[config.mk]
export PLATFORM = sky130hd
export DESIGN_NAME = power_mode_controller
export DESIGN_NICKNAME = d
export VERILOG_FILES = /design/src/core/power_mode_pkg.sv /design/src/core/power_mode_controller.sv
export VERILOG_INCLUDE_DIRS = /design/src /design/src/core
export SDC_FILE = /design/constraint.sdc
export NUM_CORES = 1
export LEC_CHECK = 0
export ABC_AREA = 1
export BUFFER_PORTS_ARGS = -buffer_cell sky130_fd_sc_hd__buf_4
export CAP_MARGIN = 30
export CORE_MARGIN = 2
export CORE_UTILIZATION = 45
export DETAILED_ROUTE_END_ITERATION = 6
export PLACE_DENSITY = 0.65
export RECOVER_POWER = 25
export SYNTH_ARGS = -nofsm -noshare
export SYNTH_HDL_FRONTEND = slang
export SYNTH_SLANG_ARGS = --single-unit
[constraint.sdc]
create_clock -name clk_i -period 2.4 [get_ports clk_i]
set_clock_uncertainty 0.2 [all_clocks]
set_input_delay 0.6 -clock clk_i [delete_from_list [all_inputs] [get_ports clk_i]]
set_output_delay 0.6 -clock clk_i [all_outputs]
set_load 0.02 [all_outputs]
[src/core/power_mode_map.svh]
`ifndef POWER_MODE_MAP_SVH
`define POWER_MODE_MAP_SVH

// Register byte addresses on the bus
`define ADDR_CLK_CTRL 8'h00
`define ADDR_OSC_CTRL 8'h04
`define ADDR_STATUS 8'h08
`define ADDR_WAKE_EN 8'h0c

// Reset values
`define RST_CLK_CTRL 8'h00
`define RST_OSC_CTRL 4'h1
`define RST_WAKE_EN 8'h00

// Clock select code that picks the sub clock
`define SEL_SUB 3'h7

// Oscillator bit positions in enable, ready and stable vectors
`define OSC_INT_HS 0
`define OSC_EXT_HS 1
`define OSC_EXT_LS 2
`define OSC_INT_LS 3

// Status register field positions
`define STAT_PDF 4
`define STAT_TO 5
`define STAT_BUSY 6
`define STAT_SLOW 7

// Clock switching delay, in system clock periods, and the clock period
`define SW_DELAY_TSYS 4
`define SYS_CLK_NS 40
`define SW_DELAY_CYC ((`SW_DELAY_TSYS * `SYS_CLK_NS + `SYS_CLK_NS - 1) / `SYS_CLK_NS)

`endif

[src/core/power_mode_pkg.sv]
package power_mode_pkg;

  // Controller states
  typedef enum logic [1:0] {
    st_run,
    st_switch,
    st_low_power,
    st_restart
  } pm_state_t;

  // Clock control register layout
  typedef struct packed {
    logic [2:0] sys_clk_select;
    logic spare;
    logic hs_source_select;
    logic low_freq_source_select;
    logic hs_osc_keep_alive;
    logic ls_osc_keep_alive;
  } clk_ctrl_t;

  // One bit per oscillator
  typedef struct packed {
    logic int_ls;
    logic ext_ls;
    logic ext_hs;
    logic int_hs;
  } osc_vec_t;

endpackage : power_mode_pkg
[src/core/power_mode_controller.sv]
// The implementer's own choices: register access over Wishbone and the placing of the registers.
`timescale 1ns/1ps
`include "power_mode_map.svh"

module power_mode_controller
  import power_mode_pkg::*;
#(
  parameter int PORT_W = 8,
  parameter int IRQ_W = 8
)
(
  input wire logic clk_i,
  input wire logic rst_n_i,
  input wire logic ce_i,
  input wire logic wb_cyc_i,
  input wire logic wb_stb_i,
  input wire logic wb_we_i,
  input wire logic [7:0] wb_adr_i,
  input wire logic [3:0] wb_sel_i,
  input wire logic [31:0] wb_dat_i,
  output logic [31:0] wb_dat_o,
  output logic wb_ack_o,
  input wire logic halt_i,
  input wire logic clr_wdt_i,
  input wire logic [IRQ_W-1:0] irq_req_i,
  input wire logic [IRQ_W-1:0] irq_en_i,
  input wire logic stack_full_i,
  input wire logic wdt_overflow_i,
  input wire logic [PORT_W-1:0] port_pin_i,
  input wire osc_vec_t osc_ready_i,
  output logic cpu_clk_en_o,
  output logic hs_clk_gate_o,
  output logic sub_clk_gate_o,
  output logic [2:0] sys_clk_select_o,
  output osc_vec_t osc_en_o,
  output logic wdt_clear_o,
  output logic wake_o,
  output logic irq_take_o,
  output logic pc_sp_reset_o
);

  localparam int IN_W = PORT_W + 4;
  localparam int SW_CYC = `SW_DELAY_CYC;

  // Refuse widths the byte-wide registers cannot hold
  if (PORT_W < 1 || PORT_W > 8)
  begin : g_bad_port
    $error("PORT_W must be 1 to 8");
  end
  if (IRQ_W < 1 || SW_CYC < 1 || SW_CYC > 7)
  begin : g_bad_cnt
    $error("IRQ_W or switch delay out of range");
  end

  // Software-visible state
  clk_ctrl_t clk_ctrl_reg; // Requested clock setup and keep bits
  osc_vec_t osc_sw_reg; // Software oscillator enables
  logic [PORT_W-1:0] wake_en_reg; // Per-pin wake enables
  logic pdf_reg; // Power-down flag
  logic to_reg; // Watchdog time-out flag

  // Clock setup actually in force
  logic [2:0] eff_sel_reg;
  logic eff_hs_src_reg;
  logic eff_ls_src_reg;

  // Sequencer state
  pm_state_t state_reg;
  pm_state_t state_next;
  logic [2:0] sw_cnt_reg;
  logic [2:0] sw_cnt_next;
  logic [1:0] mode_reg; // Keep bits caught at halt {hs, ls}
  logic [IRQ_W-1:0] irq_snap_reg; // Requests already pending at halt
  logic [IRQ_W-1:0] irq_wake_reg; // Requests that woke us
  logic wdt_wake_reg;

  // Oscillator enables and stable flags
  osc_vec_t osc_en_reg;
  osc_vec_t osc_en_next;
  osc_vec_t en_prev_reg;
  osc_vec_t stab_reg;

  // Pin and ready synchronisers
  logic [IN_W-1:0] s1_reg;
  logic [IN_W-1:0] s2_reg;
  logic [IN_W-1:0] s3_reg;
  logic [IN_W-1:0] filt_reg;
  logic [PORT_W-1:0] pin_prev_reg;

  // Bus slave
  logic ack_reg;
  logic [7:0] rd_reg;
  logic wake_reg;
  logic irq_take_reg;
  logic pc_sp_reg;

  // One-hot oscillator feeding a given setup
  function automatic osc_vec_t src_of(input logic [2:0] sel, input logic hs,
                                      input logic ls);
    osc_vec_t v;
    v = '0;
    if (sel == `SEL_SUB)
      v[ls ? `OSC_EXT_LS : `OSC_INT_LS] = 1'b1;
    else
      v[hs ? `OSC_EXT_HS : `OSC_INT_HS] = 1'b1;
    return v;
  endfunction : src_of

  // Decoding and selection
  wire bus_req = wb_cyc_i & wb_stb_i;
  wire wr_hit = bus_req & ack_reg & wb_we_i & wb_sel_i[0];
  wire wr_clk = wr_hit & (wb_adr_i == `ADDR_CLK_CTRL);
  wire wr_osc = wr_hit & (wb_adr_i == `ADDR_OSC_CTRL);
  wire wr_wake = wr_hit & (wb_adr_i == `ADDR_WAKE_EN);
  wire in_lp = (state_reg == st_low_power);
  wire halt_ok = halt_i & (state_reg == st_run);
  wire osc_vec_t eff_src = src_of(eff_sel_reg, eff_hs_src_reg, eff_ls_src_reg);
  wire osc_vec_t new_src = src_of(clk_ctrl_reg.sys_clk_select,
    clk_ctrl_reg.hs_source_select, clk_ctrl_reg.low_freq_source_select);
  wire sw_req = (clk_ctrl_reg.sys_clk_select != eff_sel_reg)
    | (clk_ctrl_reg.hs_source_select != eff_hs_src_reg)
    | (clk_ctrl_reg.low_freq_source_select != eff_ls_src_reg);
  wire new_ok = |(new_src & stab_reg);
  wire eff_ok = |(eff_src & stab_reg);
  wire sw_done = new_ok & (sw_cnt_reg == 3'(SW_CYC - 1));
  wire [PORT_W-1:0] pin_filt = filt_reg[IN_W-1:4];
  wire pin_evt = |(pin_prev_reg & ~pin_filt & wake_en_reg);
  wire [IRQ_W-1:0] irq_new = irq_req_i & ~irq_snap_reg;
  wire wake_any = pin_evt | (|irq_new) | wdt_overflow_i;
  wire restart_done = (state_reg == st_restart) & eff_ok;
  wire [7:0] status = {state_reg == st_switch ? 1'b0 : 1'b0, 7'h00}
    | (8'(eff_sel_reg == `SEL_SUB) << `STAT_SLOW)
    | (8'(state_reg == st_switch) << `STAT_BUSY)
    | (8'(to_reg) << `STAT_TO) | (8'(pdf_reg) << `STAT_PDF)
    | {4'h0, stab_reg};
  wire [7:0] rd_mux = (wb_adr_i == `ADDR_CLK_CTRL) ? 8'(clk_ctrl_reg & 8'hef) :
    (wb_adr_i == `ADDR_OSC_CTRL) ? {4'h0, osc_sw_reg} :
    (wb_adr_i == `ADDR_STATUS) ? status :
    (wb_adr_i == `ADDR_WAKE_EN) ? 8'(wake_en_reg) : 8'h00;

  // Outputs
  assign wb_ack_o = ack_reg;
  assign wb_dat_o = {24'h000000, rd_reg};
  assign cpu_clk_en_o = (state_reg == st_run) | (state_reg == st_switch);
  assign hs_clk_gate_o = ~in_lp | mode_reg[1];
  assign sub_clk_gate_o = ~in_lp | mode_reg[0];
  assign sys_clk_select_o = eff_sel_reg;
  assign osc_en_o = osc_en_reg;
  assign wdt_clear_o = halt_ok & ce_i;
  assign wake_o = wake_reg;
  assign irq_take_o = irq_take_reg;
  assign pc_sp_reset_o = pc_sp_reg;

  // Sequencer next state
  always_comb
  begin
    state_next = state_reg;
    sw_cnt_next = 3'h0;
    unique case (state_reg)
      st_run:
      begin
        // Halt beats a pending clock change
        if (halt_ok)
          state_next = st_low_power;
        else if (sw_req)
          state_next = st_switch;
      end
      st_switch:
      begin
        // Count only while the target oscillator is stable
        if (!sw_req)
          state_next = st_run;
        else if (sw_done)
          state_next = st_run;
        else if (new_ok)
          sw_cnt_next = sw_cnt_reg + 3'h1;
      end
      st_low_power:
      begin
        if (wake_any)
          state_next = st_restart;
      end
      st_restart:
      begin
        if (eff_ok)
          state_next = st_run;
      end
    endcase
  end

  // Oscillator enables: software, plus whatever the clock in use or in
  // arrival needs; keep bits decide what survives a halt
  always_comb
  begin
    osc_en_next = osc_sw_reg | eff_src;
    if (state_reg == st_switch)
      osc_en_next = osc_en_next | new_src;
    if (in_lp)
    begin
      osc_en_next.int_hs = osc_en_next.int_hs & mode_reg[1];
      osc_en_next.ext_hs = osc_en_next.ext_hs & mode_reg[1];
      osc_en_next.int_ls = osc_en_next.int_ls & mode_reg[0];
      osc_en_next.ext_ls = osc_en_next.ext_ls & mode_reg[0];
    end
  end

  // Synchronisers: three stages, a change counts when stages two and
  // three agree, so a single-cycle glitch never reaches the wake logic
  always_ff @(posedge clk_i)
  begin
    if (!rst_n_i)
    begin
      s1_reg <= {{PORT_W{1'b1}}, 4'h0};
      s2_reg <= {{PORT_W{1'b1}}, 4'h0};
      s3_reg <= {{PORT_W{1'b1}}, 4'h0};
      filt_reg <= {{PORT_W{1'b1}}, 4'h0};
      pin_prev_reg <= '1;
    end
    else if (ce_i)
    begin
      s1_reg <= {port_pin_i, osc_ready_i};
      s2_reg <= s1_reg;
      s3_reg <= s2_reg;
      filt_reg <= (s2_reg & s3_reg) | (filt_reg & (s2_reg | s3_reg));
      pin_prev_reg <= pin_filt;
    end
  end

  // Stable flags: an enable edge forces one low cycle first
  always_ff @(posedge clk_i)
  begin
    if (!rst_n_i)
    begin
      osc_en_reg <= osc_vec_t'(`RST_OSC_CTRL);
      en_prev_reg <= '0;
      stab_reg <= '0;
    end
    else if (ce_i)
    begin
      osc_en_reg <= osc_en_next;
      en_prev_reg <= osc_en_reg;
      stab_reg <= osc_en_reg & en_prev_reg & filt_reg[3:0];
    end
  end

  // Bus slave: ack one cycle after the request, write at the ack edge
  always_ff @(posedge clk_i)
  begin
    if (!rst_n_i)
    begin
      ack_reg <= 1'b0;
      rd_reg <= 8'h00;
      clk_ctrl_reg <= clk_ctrl_t'(`RST_CLK_CTRL);
      osc_sw_reg <= osc_vec_t'(`RST_OSC_CTRL);
      wake_en_reg <= PORT_W'(`RST_WAKE_EN);
    end
    else if (ce_i)
    begin
      ack_reg <= bus_req & ~ack_reg;
      if (bus_req & ~ack_reg)
        rd_reg <= rd_mux;
      if (wr_clk)
        clk_ctrl_reg <= clk_ctrl_t'(wb_dat_i[7:0] & 8'hef);
      if (wr_osc)
        osc_sw_reg <= osc_vec_t'(wb_dat_i[3:0]);
      if (wr_wake)
        wake_en_reg <= wb_dat_i[PORT_W-1:0];
    end
  end

  // Sequencer registers
  always_ff @(posedge clk_i)
  begin
    if (!rst_n_i)
    begin
      state_reg <= st_run;
      sw_cnt_reg <= 3'h0;
      eff_sel_reg <= 3'h0;
      eff_hs_src_reg <= 1'b0;
      eff_ls_src_reg <= 1'b0;
    end
    else if (ce_i)
    begin
      state_reg <= state_next;
      sw_cnt_reg <= sw_cnt_next;
      if ((state_reg == st_switch) & sw_req & sw_done)
      begin
        eff_sel_reg <= clk_ctrl_reg.sys_clk_select;
        eff_hs_src_reg <= clk_ctrl_reg.hs_source_select;
        eff_ls_src_reg <= clk_ctrl_reg.low_freq_source_select;
      end
    end
  end

  // Halt capture and wake cause
  always_ff @(posedge clk_i)
  begin
    if (!rst_n_i)
    begin
      mode_reg <= 2'h0;
      irq_snap_reg <= '0;
      irq_wake_reg <= '0;
      wdt_wake_reg <= 1'b0;
    end
    else if (ce_i)
    begin
      if (halt_ok)
      begin
        mode_reg <= {clk_ctrl_reg.hs_osc_keep_alive,
                     clk_ctrl_reg.ls_osc_keep_alive};
        irq_snap_reg <= irq_req_i;
      end
      if (in_lp & wake_any)
      begin
        irq_wake_reg <= irq_new;
        wdt_wake_reg <= wdt_overflow_i;
      end
    end
  end

  // Flags: hardware set wins over the clearing event in the same cycle
  always_ff @(posedge clk_i)
  begin
    if (!rst_n_i)
    begin
      pdf_reg <= 1'b0;
      to_reg <= 1'b0;
    end
    else if (ce_i)
    begin
      pdf_reg <= halt_ok | (pdf_reg & ~clr_wdt_i);
      to_reg <= (in_lp & wdt_overflow_i) | (to_reg & ~halt_ok);
    end
  end

  // Wake pulses; a pending interrupt stays with the interrupt controller
  // when it cannot be taken now
  always_ff @(posedge clk_i)
  begin
    if (!rst_n_i)
    begin
      wake_reg <= 1'b0;
      irq_take_reg <= 1'b0;
      pc_sp_reg <= 1'b0;
    end
    else if (ce_i)
    begin
      wake_reg <= restart_done;
      irq_take_reg <= restart_done & ~wdt_wake_reg & ~stack_full_i
        & (|(irq_wake_reg & irq_en_i));
      pc_sp_reg <= restart_done & wdt_wake_reg;
    end
  end
endmodule : power_mode_controller

==> reports/qor.yml, run 1 <==
outcome:
  outcome: "complete, no violations"
setup_path:
  critical_path.endpoint_type: "primary output"
  setup_crit_start_kind: "flip-flop"
  ff2ff_setup_slack_ps: 410
  regToRegStartpoint: "state_reg[0]"
  critical_path.reg2reg.endpoint: "sys_clk_select_o[1]"
  worstPathRequired_ps: 1600
  critical_path_class: "flip-flop to primary output"
  critical_path_arrival_ps: 1450
  timing.reg2reg.worst_path_depth: 7
  critPathMaxFanout: 6
grt:
  first_global_vias: 4631
  initial_antenna_violation_count: 0
  overflow: 0
  grt_first_pass_wirelength_um: 22800
  pin_count_of_the_biggest_net_entering_global_routing: 77
  gr-usage-all-layers_pct: 22.3
power:
  comb_power_share_pct: 8.5
  ir_worst_vdd_mv: 0.582
  power_switching_mw: 1.26
  netSwitchingFraction_pct: 23.0
  share_seq_of_total_power_pct: 42.1
  pwr_density_cell_nw_per_um2: 801
  share_clk_of_total_power_pct: 49.4
  internal_power_mw: 4.21
  leakage_nw: 2.90
floorplanning:
  starting_utilization_of_the_core_area_pct: 46.3
  horizontal_extent_of_the_die_um: 115
  core-area_um2: 12100
  die-height_um: 115
  fp.dieArea_um2: 13300
  ports: 129
  std_cell_rows: 40
sta:
  final-hold-violation-count: 0
  report.final.slew_viol_count: 0
  tns_ps: 0
  period_share_pct: 93.7
  setup_viol: 0
  fin_crit_ps: 2250
  worst-slew-pin-transition_ps: 1110
  max_freq_mhz: 445
  rsz_0062_raised_after_global_routing: "no"
  max-slew-margin-rel_pct: 26.1
layout:
  layout.filler_cells: 1151
  final-seq-area_um2: 2600
  drive_above_1_share_pct: 16.5
  final-instance-count-excl-fill: 1006
  num_antenna_cells: 0
  areaGrowthSynthToFinish_pct: 22.3
  multi_input_gate_area_in_the_final_layout_um2: 2560
  final_area_um2: 6830
  final_nets: 910
clock_tree:
  clk_transition_reported_paths_ps: 60
  cts-buffers-inserted: 17
  clkLatencyLatePin_ps: 420
  post_cts_buffers: 0
  tritoncts: "built"
  clock-sinks: 130
  htree_num_levels: 4
  cts-root-buf: "sky130_fd_sc_hd__clkbuf_16"
  clockBufferDepth: 2
min_path:
  hold-path-cell-count: 3
  worst_hold_path.endpoint: "s1_reg[4]"
  worst_min_delay_path_class: "primary input to flip-flop"
  timing.hold.worst.start: "port_pin_i[0]"
synth:
  synth_top_family_by_area: "simple AND/OR/NAND/NOR gates"
  most_common_cell_in_the_synthesized_netlist: "sky130_fd_sc_hd__nand2_1"
  synth_area_per_cell_um2: 7.39
  syn-cell-area_um2: 5590
  post_synth_xor_area_fraction_pct: 0.157
  synth_cell_type_count: 37
  synth_compound_gate_area_share_pct: 16.5
  synth-adder-area-share_pct: 0.448
  number_of_instances_in_the_synthesized_netlist: 756
  fraction_of_the_mapped_netlist_area_in_simple_logic_gates_pct: 27.1
  synth-main-ff-cell: "sky130_fd_sc_hd__dfxtp_1"
  synth_top_cell_by_area: "sky130_fd_sc_hd__dfxtp_1"
  synth_edf_count: 0
  synth-seq-area-share_pct: 46.6
  ys_ff_latch: 130
  proportion_of_netlist_area_held_by_the_largest_area_contributor_pct: 46.6
  synth_warnings: 0
  netlist_top_cells_area: "sky130_fd_sc_hd__dfxtp_1, sky130_fd_sc_hd__nand2_1, sky130_fd_sc_hd__a21oi_1, sky130_fd_sc_hd__o21ai_0, sky130_fd_sc_hd__nand3_1"
  synth.cells.most_frequent: "sky130_fd_sc_hd__nand2_1, sky130_fd_sc_hd__dfxtp_1, sky130_fd_sc_hd__a21oi_1"
  synth.area.mux_share_pct: 0
  async_s_r_ff_share_synth_pct: 0
drt:
  wirelength_um: 14200
  drt_pre_antenna_iters: 5
  average_via_count_per_standard_cell: 5.07
  ant_nets: 0
  drt_iter0_drc: 382
  routedWlPerCell_um: 14.2
  drc: 0
  detailroute.via_count: 5101
place:
  placed_area_um2: 6220
  io_buffers: 77
  globalplace.congestion: 0.896
  dp_hpwl_um: 9780
  placedCellCount: 975
job:
  maxCapViolations: 0
==> worst max-delay path by stage <==
stage / slack [ps] / cells past startpoint / endpoint / from
floorplan: 280 / 4 / wdt_clear_o / ce_i
global placement: 250 / 8 / clk_ctrl_reg[5] / wb_adr_i[1]
detailed placement: 190 / 8 / clk_ctrl_reg[5] / wb_adr_i[1]
CTS: 70 / 4 / hs_clk_gate_o / state_reg[1]
global route: 50 / 4 / sub_clk_gate_o / state_reg[1]
finish: 150 / 4 / hs_clk_gate_o / state_reg[1]
==> area by class of cell <==
class | count | area share (%)
flip-flops and latches | 130 | 38.1
inverters | 49 | 2.69
well taps | 168 | 3.08
repair buffers | 85 | 9.61
clock inverters | 9 | 2.27
multi-input cells | 543 | 37.5
clock buffers | 22 | 6.79
==> worst max-delay path, cell delays in order (launching register included) <==
cell and delay (ps):
sky130_fd_sc_hd__dfxtp_1 410, sky130_fd_sc_hd__inv_1 150, sky130_fd_sc_hd__nor2_2 160, sky130_fd_sc_hd__nand2_1 130, sky130_fd_sc_hd__buf_4 180
==> placed cells by master (no fill, tap or decap), types with 3 or more instances in the layout <==
master / netlist / routed
sky130_fd_sc_hd__a31oi_1: 3 / 3
sky130_fd_sc_hd__clkbuf_16: 0 / 17
sky130_fd_sc_hd__o211ai_1: 10 / 10
sky130_fd_sc_hd__a21oi_1: 77 / 77
sky130_fd_sc_hd__clkinvlp_4: 0 / 4
sky130_fd_sc_hd__inv_2: 3 / 3
sky130_fd_sc_hd__nand4_1: 12 / 12
sky130_fd_sc_hd__nand2_2: 8 / 8
sky130_fd_sc_hd__o21ai_0: 59 / 59
sky130_fd_sc_hd__conb_1: 1 / 24
sky130_fd_sc_hd__nand2_1: 176 / 176
sky130_fd_sc_hd__clkbuf_1: 22 / 4
sky130_fd_sc_hd__nor2_1: 68 / 67
sky130_fd_sc_hd__nand3_1: 55 / 55
sky130_fd_sc_hd__inv_1: 45 / 45
sky130_fd_sc_hd__bufinv_16: 0 / 4
sky130_fd_sc_hd__buf_4: 25 / 81
sky130_fd_sc_hd__nand3b_1: 4 / 4
sky130_fd_sc_hd__nor3_1: 16 / 16
sky130_fd_sc_hd__dfxtp_1: 130 / 130
sky130_fd_sc_hd__o21ai_1: 7 / 7
sky130_fd_sc_hd__nor2_2: 4 / 5
==> what timing repair did <==
action / CTS / global route
setup endpoints to repair: 0 / 2
gates resized for setup: 0 / 1
hold buffers: 0 / 0
==> metrics by stage <==
| step | total power, mW | setup slack [ps] | util, % | hold WS (ps) |
|---|---|---|---|---|
| 5_1_grt | 5.67 | 49.4 | 56.7 | 188 |
| 6_report | 5.47 | 152 | 56.7 | 189 |
| 2_1_floorplan | 2.66 | 276 | - | 229 |
| 4_1_cts | 5.52 | 67.2 | 56.7 | 169 |
| 3_3_place_gp | 2.79 | 251 | 51.6 | 237 |
| 3_5_place_dp | 2.81 | 195 | 51.6 | 246 |
==> cells by family (layout without fill, tap and decap cells) <==
kind of cell	Yosys count	in the layout
flops	130	130
simple gates	348	348
compound gates	168	168
buf+inv	106	165
other cells	1	24
fa+ha+maj	2	2
xor+xnor	1	1
==> per-layer routing <==
metal | vias up | routed length, um | global-route usage, %
li1 | 2603 | - | -
met1 | 2340 | 6820 | 30.3
met2 | 138 | 6430 | 34.0
met3 | 20 | 673 | 5.28
met4 | 0 | 316 | 9.80
met5 | - | 0 | 0
==> power by group through the flow <==
stage,logic (mW),clock network [mW],registers (mW)
global route,0.526,2.83,2.31
detailed placement,0.464,0,2.35
global placement,0.453,0,2.34
CTS,0.469,2.75,2.30
floorplan,0.326,0,2.34
finish,0.468,2.70,2.30
Note: power is estimated with default switching activity, not from simulation.
==> run 2: changes to the inputs <==
--- a/config.mk
+++ b/config.mk
@@ -10,9 +10,9 @@
 export BUFFER_PORTS_ARGS = -buffer_cell sky130_fd_sc_hd__buf_4
 export CAP_MARGIN = 30
 export CORE_MARGIN = 2
-export CORE_UTILIZATION = 45
+export CORE_UTILIZATION = 40
 export DETAILED_ROUTE_END_ITERATION = 6
-export PLACE_DENSITY = 0.65
+export PLACE_DENSITY = 0.58
 export RECOVER_POWER = 25
 export SYNTH_ARGS = -nofsm -noshare
 export SYNTH_HDL_FRONTEND = slang
==> run 2 against run 1 <==
Effect of this change: count of clock-buffer cells in the layout decreased by 1; utilization decreased by 6.7 points; setup slack got worse by 69 ps; combinational power decreased by 1%; critical path depth unchanged; sequential share of layout area decreased by 0.26 points; critical endpoint is now sub_clk_gate_o.
==> reports/qor.yml, run 2 (same netlist as run 1, synthesis figures left out) <==
layout:
  drive_above_1_share_pct: 16.3
  mostFrequentLayoutCell: "sky130_fd_sc_hd__nand2_1"
  areaGrowthSynthToFinish_pct: 23.1
  top_library_cells_by_usage_in_the_layout_fill_and_taps_aside: "sky130_fd_sc_hd__nand2_1, sky130_fd_sc_hd__dfxtp_1, sky130_fd_sc_hd__buf_4, sky130_fd_sc_hd__a21oi_1, sky130_fd_sc_hd__nor2_1"
  final_nets: 910
  layout.filler_cells: 1394
  finish.utilization_pct: 50.0
  final_area_um2: 6880
  num_antenna_cells: 0
  final-instance-count-excl-fill: 1019
floorplanning:
  starting_utilization_of_the_core_area_pct: 40.6
  die-height_um: 122
  ports: 129
  horizontal_extent_of_the_die_um: 122
  fp.dieArea_um2: 14900
  std_cell_rows: 43
  core-area_um2: 13800
setup_path:
  critical_path_class: "flip-flop to primary output"
  worstPathCellList: "inv_1 > nor2_1 > nand2_1 > buf_4"
  worst_path_max_delay_cell: "sky130_fd_sc_hd__dfxtp_1"
  setup_crit_start_kind: "flip-flop"
  crit_buf_inv: 2
  critPathMaxFanout: 6
  critical_path_arrival_ps: 1520
  timing.critical_path.max_delay_family: "flip-flops"
  critPathMaxStageDelay_ps: 410
  worstPathRequired_ps: 1600
  critical_path.endpoint_type: "primary output"
clock_tree:
  cts-root-buf: "sky130_fd_sc_hd__clkbuf_16"
  post_cts_buffers: 0
  clockBufferDepth: 2
  clkLatencyLatePin_ps: 420
  clock-sinks: 130
  post_cts.resized_instances: 0
  clk_transition_reported_paths_ps: 50
  cts-buffers-inserted: 17
  tritoncts: "built"
  htree_num_levels: 4
  cts_hold_buffers: 0
place:
  placed_area_um2: 6230
  globalplace.congestion: 0.910
  io_buffers: 77
  placedCellCount: 987
  dp_slack_ps: 230
  dp_hpwl_um: 9610
grt:
  grt_busiest_layer: "met2"
  first_global_vias: 4670
  pin_count_of_the_biggest_net_entering_global_routing: 78
  grt_first_pass_wirelength_um: 22300
  grt_use_met2_pct: 29.8
  overflow: 0
  gr-usage-all-layers_pct: 19.1
  grtUsageMet1_pct: 24.8
  initial_antenna_violation_count: 0
  grt.met3_usage_pct: 5.57
sta:
  whs_ps: 190
  fin_crit_ps: 2320
  tns_ps: 0
  worst-slew-pin-transition_ps: 1070
  max_freq_mhz: 432
  setup_viol: 0
  report.final.slew_viol_count: 0
  setup_slack_ps: 83.4
  rsz_0062_raised_after_global_routing: "no"
  final-hold-violation-count: 0
  period_share_pct: 96.5
  max-slew-margin-rel_pct: 28.9
power:
  leakage_nw: 2.94
  total_power_mw: 5.61
  share_seq_of_total_power_pct: 41.0
  netSwitchingFraction_pct: 22.2
  internal_power_mw: 4.37
  ir_worst_vdd_mv: 0.447
  pwr_density_cell_nw_per_um2: 816
  share_clk_of_total_power_pct: 50.8
  power_switching_mw: 1.25
  comb_power_share_pct: 8.2
job:
  maxCapViolations: 0
drt:
  wirelength_um: 13700
  drt_iter0_drc: 352
  routedWlPerCell_um: 13.4
  detailroute.via_count: 5063
  drt_pre_antenna_iters: 5
  average_via_count_per_standard_cell: 4.97
  ant_nets: 0
  drc: 0
min_path:
  worst_min_delay_path_class: "primary input to flip-flop"
outcome:
  outcome: "complete, no violations"
==> run 2: changes by cell type in the layout (fill, tap and decap cells not counted), sizes merged <==
cell,delta
bufinv,+2
clkbuf,-2
clkinv,+4
buf,+1
clkinvlp,-4
==> run 2: layout make-up <==
| cell class | count | area, um^2 | share of cell area (%) |
|---|---|---|---|
| inverter | 49 | 184 | 2.67 |
| sequential | 130 | 2600 | 37.8 |
| multi-input combinational | 543 | 2560 | 37.2 |
| clock buffer | 21 | 440 | 6.40 |
| clock inverter | 11 | 209 | 3.04 |
| timing repair buffer | 85 | 661 | 9.60 |
| tap | 180 | 225 | 3.27 |
==> run 2: worst paths after layout <==
path	start	to	slack, ps	depth (start not counted)
setup / recovery	state_reg[1]	sub_clk_gate_o	80	4
hold / removal	port_pin_i[1]	s1_reg[5]	190	3
setup reg to reg	sys_clk_select_o[2]	irq_take_o	490	8
hold reg to reg	pin_prev_reg[3]	pin_prev_reg[3]	250	2
==> run 2: power by group through the flow <==
stage / combinational [mW] / clock (mW) / sequential [mW]
2_1_floorplan: 0.326 / 0 / 2.34
3_3_place_gp: 0.455 / 0 / 2.34
3_5_place_dp: 0.463 / 0 / 2.35
4_1_cts: 0.465 / 2.90 / 2.30
5_1_grt: 0.525 / 3.00 / 2.31
6_report: 0.462 / 2.85 / 2.30
==> run 2: routing by layer <==
metal / routed length (um) / share of wire (%)
met3: 727 / 5.3
met5: 0 / 0
met1: 6370 / 47
met2: 6210 / 45
met4: 364 / 2.7
==> run 2: worst register-to-register path, stage by stage (launching register included) <==
cell and delay (ps):
sky130_fd_sc_hd__dfxtp_1 410, sky130_fd_sc_hd__nand3_1 220, sky130_fd_sc_hd__nor2_1 190, sky130_fd_sc_hd__nand2_1 70, sky130_fd_sc_hd__nand2_1 60, sky130_fd_sc_hd__nor2_1 60, sky130_fd_sc_hd__nor3_1 360, sky130_fd_sc_hd__nand3_1 140
sky130_fd_sc_hd__a21oi_1 140
